## src/include/strap_ratio_consts.svh

```systemverilog
// constants for the power-up clock-ratio strap logic
`ifndef STRAP_RATIO_CONSTS_SVH
`define STRAP_RATIO_CONSTS_SVH
`define PLAT_STRAP_W      4
`define CORE_STRAP_W      3
`define PLAT_X16          4'h0
`define PLAT_X3           4'h3
`define PLAT_X4           4'h4
`define PLAT_X5           4'h5
`define PLAT_X6           4'h6
`define PLAT_X8           4'h8
`define PLAT_X9           4'h9
`define PLAT_X10          4'hA
`define PLAT_X12          4'hC
`define CORE_4_1          3'h0
`define CORE_3_2          3'h3
`define CORE_2_1          3'h4
`define CORE_5_2          3'h5
`define CORE_3_1          3'h6
`define CORE_7_2          3'h7
`define PCI_OPT_MIN_MHZ   33
`define PCI_OPT_MAX_MHZ   66
`define SYNC_RST_RATIO    5'h00
`define PLAT_CODE_RST     4'h0
`define CORE_CODE_RST     3'h0
`define MULT_RST          5'h00
`define NUM_RST           3'h0
`define DEN_RST           2'h0
`endif

```

## src/include/strap_ratio_pkg.sv

```systemverilog
// types for the power-up clock-ratio strap logic
package strap_ratio_pkg;
  typedef logic [4:0] mult_t;
  typedef enum {ST_RESET, ST_LATCH, ST_RUN} cfg_state_e;
endpackage

```

## src/verilog/strap_sync.sv

```systemverilog
// two-flop synchroniser for a bundle of strap pins
`default_nettype none
module strap_sync #(
  parameter int W = 1
) (
  // clock
  input  wire logic         clk,
  // pins in, synchronised out
  input  wire logic [W-1:0] pin_in,
  output var  logic [W-1:0] pin_sync
);
  logic [W-1:0] stage1_reg;

  // no reset: the flops follow the pins through reset, so the straps are settled at release
  always_ff @(posedge clk) begin
    stage1_reg <= pin_in;
    pin_sync   <= stage1_reg;
  end
endmodule
`default_nettype wire

```

## src/verilog/reset_strap_clock_ratio.sv

```systemverilog
// power-up clock-ratio strap sampling and decode
// Notes on behaviour
// platform strap decodes to platform multiplier
// board must drive a valid platform code
// platform clock must equal memory data rate
// core strap decodes to core-to-platform ratio
// memory bus clock is half platform
// pci clock optional for 33-66 MHz input
// internal pull-ups only while in reset
// board keeps test select high, acknowledges valid
// board keeps platform clock at least 333 MHz
// straps latched at reset release, then held
`default_nettype none
`include "strap_ratio_consts.svh"
module reset_strap_clock_ratio
  import strap_ratio_pkg::*;
#(
  parameter int SYS_CLK_MHZ = 66
) (
  // clock and reset
  input  wire logic       clk,
  input  wire logic       rstn,
  // strap pins
  input  wire logic [3:0] platform_ratio_strap,
  input  wire logic       buffer_control_strap_pin,
  input  wire logic       address_latch_strap_pin,
  input  wire logic       general_purpose_line_two,
  // pull-up control
  output logic            strap_pullup_en,
  // decoded platform ratio: platform = input * mult
  output logic [4:0]      platform_mult,
  output logic            platform_code_valid,
  // decoded core ratio: core/platform = num/den
  output logic [2:0]      core_ratio_num,
  output logic [1:0]      core_ratio_den,
  output logic            core_code_valid,
  // memory bus ratio as half-steps of input clock: mem = input * mem_half_mult / 2
  output logic [4:0]      mem_half_mult,
  // pci clock pin needed
  output logic            pci_clk_required,
  // configuration finished, results stand
  output logic            config_done
);
  // synchronised strap codes, settled before reset is released
  logic [3:0]  plat_sync;
  logic [2:0]  core_sync;
  // raw strap codes frozen at reset release
  logic [3:0]  plat_reg;
  logic [2:0]  core_reg;
  // configuration sequence
  cfg_state_e  state_reg;
  cfg_state_e  state_next;
  // decoded fields of the frozen codes
  logic [5:0]  plat_dec;
  logic [5:0]  core_dec;
  logic [4:0]  plat_mult_w;
  logic        plat_ok_w;
  logic [2:0]  core_num_w;
  logic [1:0]  core_den_w;
  logic        core_ok_w;
  logic        pci_opt;
  logic        capture_en;
  logic        publish_en;

  // two flops per pin: the straps come from the board, outside this clock
  strap_sync #(
    .W (`PLAT_STRAP_W)
  ) u_plat_sync (
    .clk      (clk),
    .pin_in   (platform_ratio_strap),
    .pin_sync (plat_sync)
  );

  strap_sync #(
    .W (`CORE_STRAP_W)
  ) u_core_sync (
    .clk      (clk),
    .pin_in   ({buffer_control_strap_pin, address_latch_strap_pin, general_purpose_line_two}),
    .pin_sync (core_sync)
  );

  // decode tables: the top bit flags a code that is not reserved
  function automatic logic [5:0] plat_decode(input logic [3:0] code);
    case (code)
      `PLAT_X16: plat_decode = {1'b1, 5'h10};
      `PLAT_X3:  plat_decode = {1'b1, 5'h03};
      `PLAT_X4:  plat_decode = {1'b1, 5'h04};
      `PLAT_X5:  plat_decode = {1'b1, 5'h05};
      `PLAT_X6:  plat_decode = {1'b1, 5'h06};
      `PLAT_X8:  plat_decode = {1'b1, 5'h08};
      `PLAT_X9:  plat_decode = {1'b1, 5'h09};
      `PLAT_X10: plat_decode = {1'b1, 5'h0A};
      `PLAT_X12: plat_decode = {1'b1, 5'h0C};
      default:   plat_decode = {1'b0, 5'h00};
    endcase
  endfunction

  function automatic logic [5:0] core_decode(input logic [2:0] code);
    case (code)
      `CORE_4_1: core_decode = {1'b1, 3'h4, 2'h1};
      `CORE_3_2: core_decode = {1'b1, 3'h3, 2'h2};
      `CORE_2_1: core_decode = {1'b1, 3'h2, 2'h1};
      `CORE_5_2: core_decode = {1'b1, 3'h5, 2'h2};
      `CORE_3_1: core_decode = {1'b1, 3'h3, 2'h1};
      `CORE_7_2: core_decode = {1'b1, 3'h7, 2'h2};
      default:   core_decode = {1'b0, 3'h0, 2'h0};
    endcase
  endfunction

  // decode is a pure function of the frozen codes, so the fields settle once
  assign plat_dec    = plat_decode(plat_reg);
  assign core_dec    = core_decode(core_reg);
  assign plat_ok_w   = plat_dec[5];
  assign plat_mult_w = plat_dec[4:0];
  assign core_ok_w   = core_dec[5];
  assign core_num_w  = core_dec[4:2];
  assign core_den_w  = core_dec[1:0];

  // the pci clock pin may stay unused only for a 33 to 66 MHz input clock
  assign pci_opt = (SYS_CLK_MHZ >= `PCI_OPT_MIN_MHZ) && (SYS_CLK_MHZ <= `PCI_OPT_MAX_MHZ);

  // codes are taken on the first edge after release, results one edge later
  assign capture_en = (state_reg == ST_RESET);
  assign publish_en = (state_reg == ST_LATCH);

  // reset -> capture -> publish -> run; run is left only through reset
  always_comb begin
    case (state_reg)
      ST_RESET: state_next = ST_LATCH;
      ST_LATCH: state_next = ST_RUN;
      ST_RUN:   state_next = ST_RUN;
      default:  state_next = ST_RESET;
    endcase
  end

  // sequence register
  always_ff @(posedge clk) begin
    if (!rstn) begin
      state_reg <= ST_RESET;
    end else begin
      state_reg <= state_next;
    end
  end

  // frozen codes: later pin changes never reach the decode
  always_ff @(posedge clk) begin
    if (!rstn) begin
      plat_reg <= `PLAT_CODE_RST;
    end else if (capture_en) begin
      plat_reg <= plat_sync;
    end
  end

  always_ff @(posedge clk) begin
    if (!rstn) begin
      core_reg <= `CORE_CODE_RST;
    end else if (capture_en) begin
      core_reg <= core_sync;
    end
  end

  // published results stand from the publish edge until the next reset
  always_ff @(posedge clk) begin
    if (!rstn) begin
      platform_mult <= `MULT_RST;
    end else if (publish_en) begin
      platform_mult <= plat_mult_w;
    end
  end

  always_ff @(posedge clk) begin
    if (!rstn) begin
      platform_code_valid <= 1'h0;
    end else if (publish_en) begin
      platform_code_valid <= plat_ok_w;
    end
  end

  always_ff @(posedge clk) begin
    if (!rstn) begin
      core_ratio_num <= `NUM_RST;
    end else if (publish_en) begin
      core_ratio_num <= core_num_w;
    end
  end

  always_ff @(posedge clk) begin
    if (!rstn) begin
      core_ratio_den <= `DEN_RST;
    end else if (publish_en) begin
      core_ratio_den <= core_den_w;
    end
  end

  always_ff @(posedge clk) begin
    if (!rstn) begin
      core_code_valid <= 1'h0;
    end else if (publish_en) begin
      core_code_valid <= core_ok_w;
    end
  end

  // memory clock in half-steps of the input: half the platform clock
  always_ff @(posedge clk) begin
    if (!rstn) begin
      mem_half_mult <= `SYNC_RST_RATIO;
    end else if (publish_en) begin
      mem_half_mult <= plat_mult_w;
    end
  end

  always_ff @(posedge clk) begin
    if (!rstn) begin
      config_done <= 1'h0;
    end else if (publish_en) begin
      config_done <= 1'h1;
    end
  end

  // pull-ups help undriven straps only while the device is held in reset
  assign strap_pullup_en  = !rstn;
  // a build-time fact of the input clock, not a sampled strap
  assign pci_clk_required = !pci_opt;
endmodule
`default_nettype wire

```

## config.mk

```make
export PLATFORM = sky130hd
export DESIGN_NAME = reset_strap_clock_ratio
export DESIGN_NICKNAME = d
export VERILOG_FILES = /design/src/include/strap_ratio_pkg.sv /design/src/verilog/strap_sync.sv /design/src/verilog/reset_strap_clock_ratio.sv
export VERILOG_INCLUDE_DIRS = /design/src /design/src/include
export SDC_FILE = /design/constraint.sdc
export NUM_CORES = 1
export LEC_CHECK = 0
export BUFFER_PORTS_ARGS = -buffer_cell sky130_fd_sc_hd__buf_4
export CAP_MARGIN = 20
export CORE_MARGIN = 3
export CORE_UTILIZATION = 50
export DETAILED_ROUTE_END_ITERATION = 6
export PLACE_DENSITY = 0.84
export REMOVE_ABC_BUFFERS = 1
export SKIP_LAST_GASP = 1
export SLEW_MARGIN = 15
export SYNTH_ARGS = -nofsm -noshare
export SYNTH_HDL_FRONTEND = slang
export SYNTH_HIERARCHICAL = 1
export SYNTH_SLANG_ARGS = --single-unit
```

## constraint.sdc

```tcl
create_clock -name clk -period 1.58 [get_ports clk]
set_clock_uncertainty 0.05 [all_clocks]
set_input_delay 0.237 -clock clk [delete_from_list [all_inputs] [get_ports clk]]
set_output_delay 0.237 -clock clk [all_outputs]
set_load 0.02 [all_outputs]
```

Word level (Yosys, flattened, before mapping)
Memory sizes are Yosys's and may differ from the RTL's. A register that Yosys moved wholly into a read port is not among the register bits.
Index checks and enable logic that the tools add are counted.
Cells by class
  bitwise logic cells: 0
  reductions and logical operators: 6
  equality and inequality tests: 8
  $mul: 0
  shift operators: 0
  multiplexer cells: 2
  add/subtract/negate cells: 0
  magnitude comparators: 0
  div/mod/pow operators: 0
Operators by type and width (number)
  $eq 32x2->1 const B: 2
  $logic_not 32->1: 2
  $pmux 6 s6: 1
  $eq 32x1->1 const B: 1
  $eq 3x3->1 const B: 4
  $pmux 2 s2: 1
  $eq 3x2->1 const B: 1
  $logic_not 3->1: 1
  $logic_not 1->1: 2
  $reduce_or 2->1: 1
Storage, ports and cells
  memories kept: 1
  flip-flop bits (word level): 60
  input bits: 9
  output and inout port bits: 20
  RAM bits: 0
  bits in latches: 0
  word-level logic and storage cells: 28
  bits in read-only memories: 96
Memory list
  (no name shown): depth 16, bits a word 6, rd ports 1, clocked after Yosys merged registers in 1, wr ports 0, RTL line reset_strap_clock_ratio.sv:84  | case (code)

Depth between registers and ports, before layout
  word-level depth: 3
  mapped depth: 5
  mapped depth without buffers: 5

By module
Netlist, hierarchy kept.
Modules (own cells, without submodules)
  reset_strap_clock_ratio: seq. area each 440.4 sq um, times used 1, cells each 114, area each 1046.0 sq um
  strap_sync at u_plat_sync: seq. area each 160.2 sq um, times used 1, cells each 8, area each 160.2 sq um
  strap_sync at u_core_sync: seq. area each 120.1 sq um, times used 1, cells each 6, area each 120.1 sq um

Worst setup path before layout
Ideal clock, no wire load.
  kind: flip-flop to flip-flop
  start: register, netlist name plat_reg[0]
  end: register mem_half_mult[2]
  stages on the path, launching flop included: 6
  path buffers: 0
  required time: 1.408 ns
  data arrival time: 1.030 ns
  setup time: 0.122 ns
  clock period less this slack: 1.203 ns
  path slack: 0.377 ns
  path through: dfxtp_1 -> inv_1 -> ha_1 -> and2_1 -> o211ai_1 -> a21oi_1
RTL lines
  to (signal assigned): RTL line reset_strap_clock_ratio.sv:206  | mem_half_mult <= `SYNC_RST_RATIO;
  to (signal assigned): RTL line reset_strap_clock_ratio.sv:208  | mem_half_mult <= plat_mult_w;
  to (decl): RTL line reset_strap_clock_ratio.sv:38  | output logic [4:0] mem_half_mult,

Worst setup path after layout
  start: register state_reg[1]
  end: register core_ratio_den[0]
On the way
  word-level cells in the longest chain between the ends: 1
Ends and longest elaborated chain
  from (decl): RTL line reset_strap_clock_ratio.sv:51  | cfg_state_e state_reg;
  from (signal assigned): RTL line reset_strap_clock_ratio.sv:141  | state_reg <= state_next;
  $eq 32x2->1: RTL line reset_strap_clock_ratio.sv:124  | assign publish_en = (state_reg == ST_LATCH);
  to (signal assigned): RTL line reset_strap_clock_ratio.sv:189  | core_ratio_den <= `DEN_RST;
  to (signal assigned): RTL line reset_strap_clock_ratio.sv:191  | core_ratio_den <= core_den_w;
  to (decl): RTL line reset_strap_clock_ratio.sv:35  | output logic [1:0] core_ratio_den,
No other way between the ends.
A chain may end at the register's enable or synchronous reset.

==> impl_metrics.sql <==
INSERT INTO impl_metrics (metric_group, metric, value, unit) VALUES
('pwr', 'powerDensity', '1269', 'nW/µm²'),
('worst_setup_path', 'setup_crit_start_kind', 'flop', ''),
('pwr', 'cellLeakagePower', '0.7270', 'nW'),
('yosys', 'synth_area', '1326', 'µm²'),
('grt', 'gr-total-overflow', '0', ''),
('placed_design', 'place.gp.congestion', '0.7725', ''),
('sta', 'postLayoutSetupSlackWorst', '176.9', 'ps'),
('yosys', 'synth.distinct_cells', '26', ''),
('worst_setup_path', 'timing.setup.critical_path_class', 'reg2reg', ''),
('finish', 'nets', '176', ''),
('drt', 'routedWlPerCell', '11.72', 'µm'),
('worst_setup_path', 'critical_path_required', '1790', 'ps'),
('clocking', 'post_cts.resized_instances', '0', ''),
('worst_setup_path', 'regToRegStartpoint', 'state_reg[1]$_SDFF_PN0_', ''),
('sta', 'final_min_period_over_clock_period', '88.80', '%'),
('drt', 'drtAntennaViolNets', '0', ''),
('yosys', 'synth.avg_cell_area', '10.36', 'µm²'),
('hold_path', 'holdCritStartpoint', 'rstn', ''),
('clocking', 'cts_hold_repair.buffers', '7', ''),
('yosys', 'ys_ff_latch', '36', ''),
('drt', 'drtIter0Drc', '18', ''),
('worst_setup_path', 'crit_path_max_fo', '13', ''),
('worst_setup_path', 'worst_r2r_path_depth', '5', ''),
('hold_path', 'hold_path_depth', '2', ''),
('clocking', 'clock-sinks', '36', ''),
('sta', 'max_freq', '712.7', 'MHz'),
('yosys', 'synth-seq-area-share', '54.34', '%'),
('grt', 'grtUsageMet1', '15.58', '%'),
('grt', 'gr-usage-met3', '6.109', '%'),
('finish', 'area.sequential', '720.7', 'µm²'),
('sta', 'totalNegativeSetupSlack', '0', 'ps'),
('placed_design', 'place_worst_setup_slack', '208.3', 'ps'),
('finish', 'num_antenna_cells', '0', ''),
('sta', 'finalMaxSlewViolations', '0', ''),
('yosys', 'synth-warning-count', '6', ''),
('finish', 'fill_cells', '211', ''),
('finish', 'max_ffs_per_register', '5', ''),
('clocking', 'clk_root_buffer_cell', 'clkbuf_4', ''),
('clocking', 'clk_pin_slew', '100', 'ps'),
('hold_path', 'worst_hold_path.endpoint', 'state_reg[1]$_SDFF_PN0_', ''),
('yosys', 'synthCells', '128', ''),
('clocking', 'cts_tree', 'yes', ''),
('floorplan', 'fp.dieH', '57.50', 'µm'),
('drt', 'detail_route.drc_violations', '0', ''),
('worst_setup_path', 'regToRegSetupSlack', '180', 'ps'),
('clocking', 'post_cts_buffers', '0', ''),
('hold_path', 'hold_path.class', 'in2reg', ''),
('floorplan', 'floorplan.io_pins', '29', ''),
('grt', 'wire_length_of_the_first_global_routing_pass', '3822', 'µm'),
('finish', 'top_register', 'mem_half_mult', ''),
('clocking', 'worstSkewPairLatency', '330', 'ps'),
('worst_setup_path', 'crit_path_start', 'state_reg[1]$_SDFF_PN0_', ''),
('placed_design', 'place_hpwl', '1562', 'µm'),
('grt', 'global_route.peak_usage_layer', 'met2', ''),
('placed_design', 'buffer_ports.inserted', '27', ''),
('finish', 'syn2layout_area_growth', '21.32', '%'),
('clocking', 'clockBufferDepth', '2', ''),
('finish', 'post_route_cells_drive_above_1_share', '22.64', '%'),
('worst_setup_path', 'setup.worst_path.end_class', 'flop', ''),
('pwr', 'worst_ir_drop_vdd', '0.8118', 'mV'),
('floorplan', 'die-area', '3306', 'µm²'),
('grt', 'grt_start_max_net_pins', '15', ''),
('finish', 'multiInputGateArea', '494.2', 'µm²'),
('drt', 'vias_per_cell', '4.868', ''),
('worst_setup_path', 'crit-reg2reg-capture', 'core_ratio_den[0]$_SDFFE_PN0N_', ''),
('sta', 'timing.final.crit_period', '1403', 'ps'),
('floorplan', 'num_rows', '18', ''),
('flow_run', 'max-cap-violations', '0', ''),
('clocking', 'cts_htree_levels', '2', ''),
('grt', 'grt_util_met2', '27.26', '%'),
('outcome', 'status', 'finished, final reports clean', ''),
('clocking', 'numCtsBuffers', '5', ''),
('drt', 'num_vias', '920', ''),
('drt', 'drt_wl_total', '2215', 'µm'),
('grt', 'grt_util_all_layers', '15.52', '%'),
('worst_setup_path', 'critical_path_at', '1610', 'ps'),
('floorplan', 'initial_core_util', '53.05', '%'),
('sta', 'hold_viol', '0', ''),
('sta', 'timing.final.setup_violations', '0', ''),
('grt', 'grt_pass1_vias', '927', ''),
('grt', 'grt_antenna_before_repair', '0', ''),
('sta', 'rsz0062_at_grt', 'no', ''),
('drt', 'first_pass_iteration_count_of_the_detailed_router', '4', ''),
('floorplan', 'core', '2500', 'µm²'),
('floorplan', 'die_x', '57.50', 'µm');
==> routing by layer <==
layer / share of wire (%) / up-vias
li1: - / 474
met1: 40 / 417
met2: 52 / 22
met3: 5.8 / 7
met4: 2.2 / 0
met5: 0 / -
==> cell usage in the layout, fill, tap and decap left out, types with 5 or more instances in the layout <==
cell,n
dfxtp_1,36
buf_4,29
nor2_1,15
mux2i_1,8
a21oi_1,8
ha_1,8
o21ai_0,7
dlygate4sd3_1,7
nand2b_1,6
inv_1,5
clkbuf_4,5
==> synth_stat cells (all sizes together) <==
cell type	instances	share of area, %
o21ai	7	2.6
a31oi	4	1.9
nand2	3	0.85
buf	10	5.6
dfxtp	36	54
and2	4	1.9
clkbuf	2	1.4
or3	1	0.47
a21oi	8	3.0
nand3b	1	0.57
xor2	1	0.66
conb	1	0.28
nor3	1	0.38
o211ai	3	1.7
a21boi	1	0.57
nand2b	6	2.8
xnor2	1	0.66
ha	8	7.5
nor2b	1	0.47
nor2	15	4.2
mux2i	8	6.0
a211oi	1	0.57
inv	5	1.4
==> worst max-delay path: stages, from the launching register on <==
cell and delay, ps:
dfxtp_1 310, inv_1 90, ha_1 370, buf_4 250
nand3b_1 90, a21oi_1 180
==> logic make-up (layout without fill, tap and decap cells) <==
logic type / count (synthesis) / count (layout) / share of synthesized area (%)
and+or+nand+nor: 32 / 32 / 11.70
AOI/OAI and AO/OA: 24 / 24 / 10.38
muxes: 8 / 8 / 6.038
other: 1 / 1 / 0.2827
adders and majority gates: 8 / 8 / 7.547
xor gates and xnor gates: 2 / 2 / 1.321
buffers and inverters: 17 / 48 / 8.396
DFF: 36 / 36 / 54.34
==> stage by stage <==
step                      hold WS [ps]  power [W]  cells  area, µm²  util [%]
after floorplan                  214.7   0.001415    116       1234         -
after global placement           260.0   0.001579    175       1489     59.56
after detailed placement         263.8   0.001607    175       1489     59.56
after CTS                        112.4   0.002063    189       1609     64.36
after global routing             110.7   0.002165    189       1609     64.36
final                            122.6   0.002042    189       1609     64.36
==> where the power goes <==
part / internal [W] / leakage (nW) / switching (W)
Sequential: 0.00101 / 0.299 / 0.0000799
Combinational: 0.000241 / 0.401 / 0.000269
Clock: 0.000162 / 0.0271 / 0.000282
==> worst max-delay path by stage <==
stage                                                 to  cells past startpoint
after global placement    core_ratio_num[1]$_SDFFE_PN0N_                      5
after global routing       mem_half_mult[1]$_SDFFE_PN0N_                      4
after detailed placement  core_ratio_num[1]$_SDFFE_PN0N_                      5
after floorplan            mem_half_mult[0]$_SDFFE_PN0N_                      4
final                     core_ratio_den[0]$_SDFFE_PN0N_                      5
after CTS                 core_ratio_den[0]$_SDFFE_PN0N_                      5
==> cell type report <==
type                            count  area share [%]
Clock inverter                      2          0.7776
Multi-Input combinational cell     75           30.72
Sequential cell                    36           44.79
Tap cell                           30           2.333
Clock buffer                        5           2.333
Timing Repair Buffer               36           17.88
Inverter                            5           1.166
Note: power is estimated with default switching activity, not from simulation.
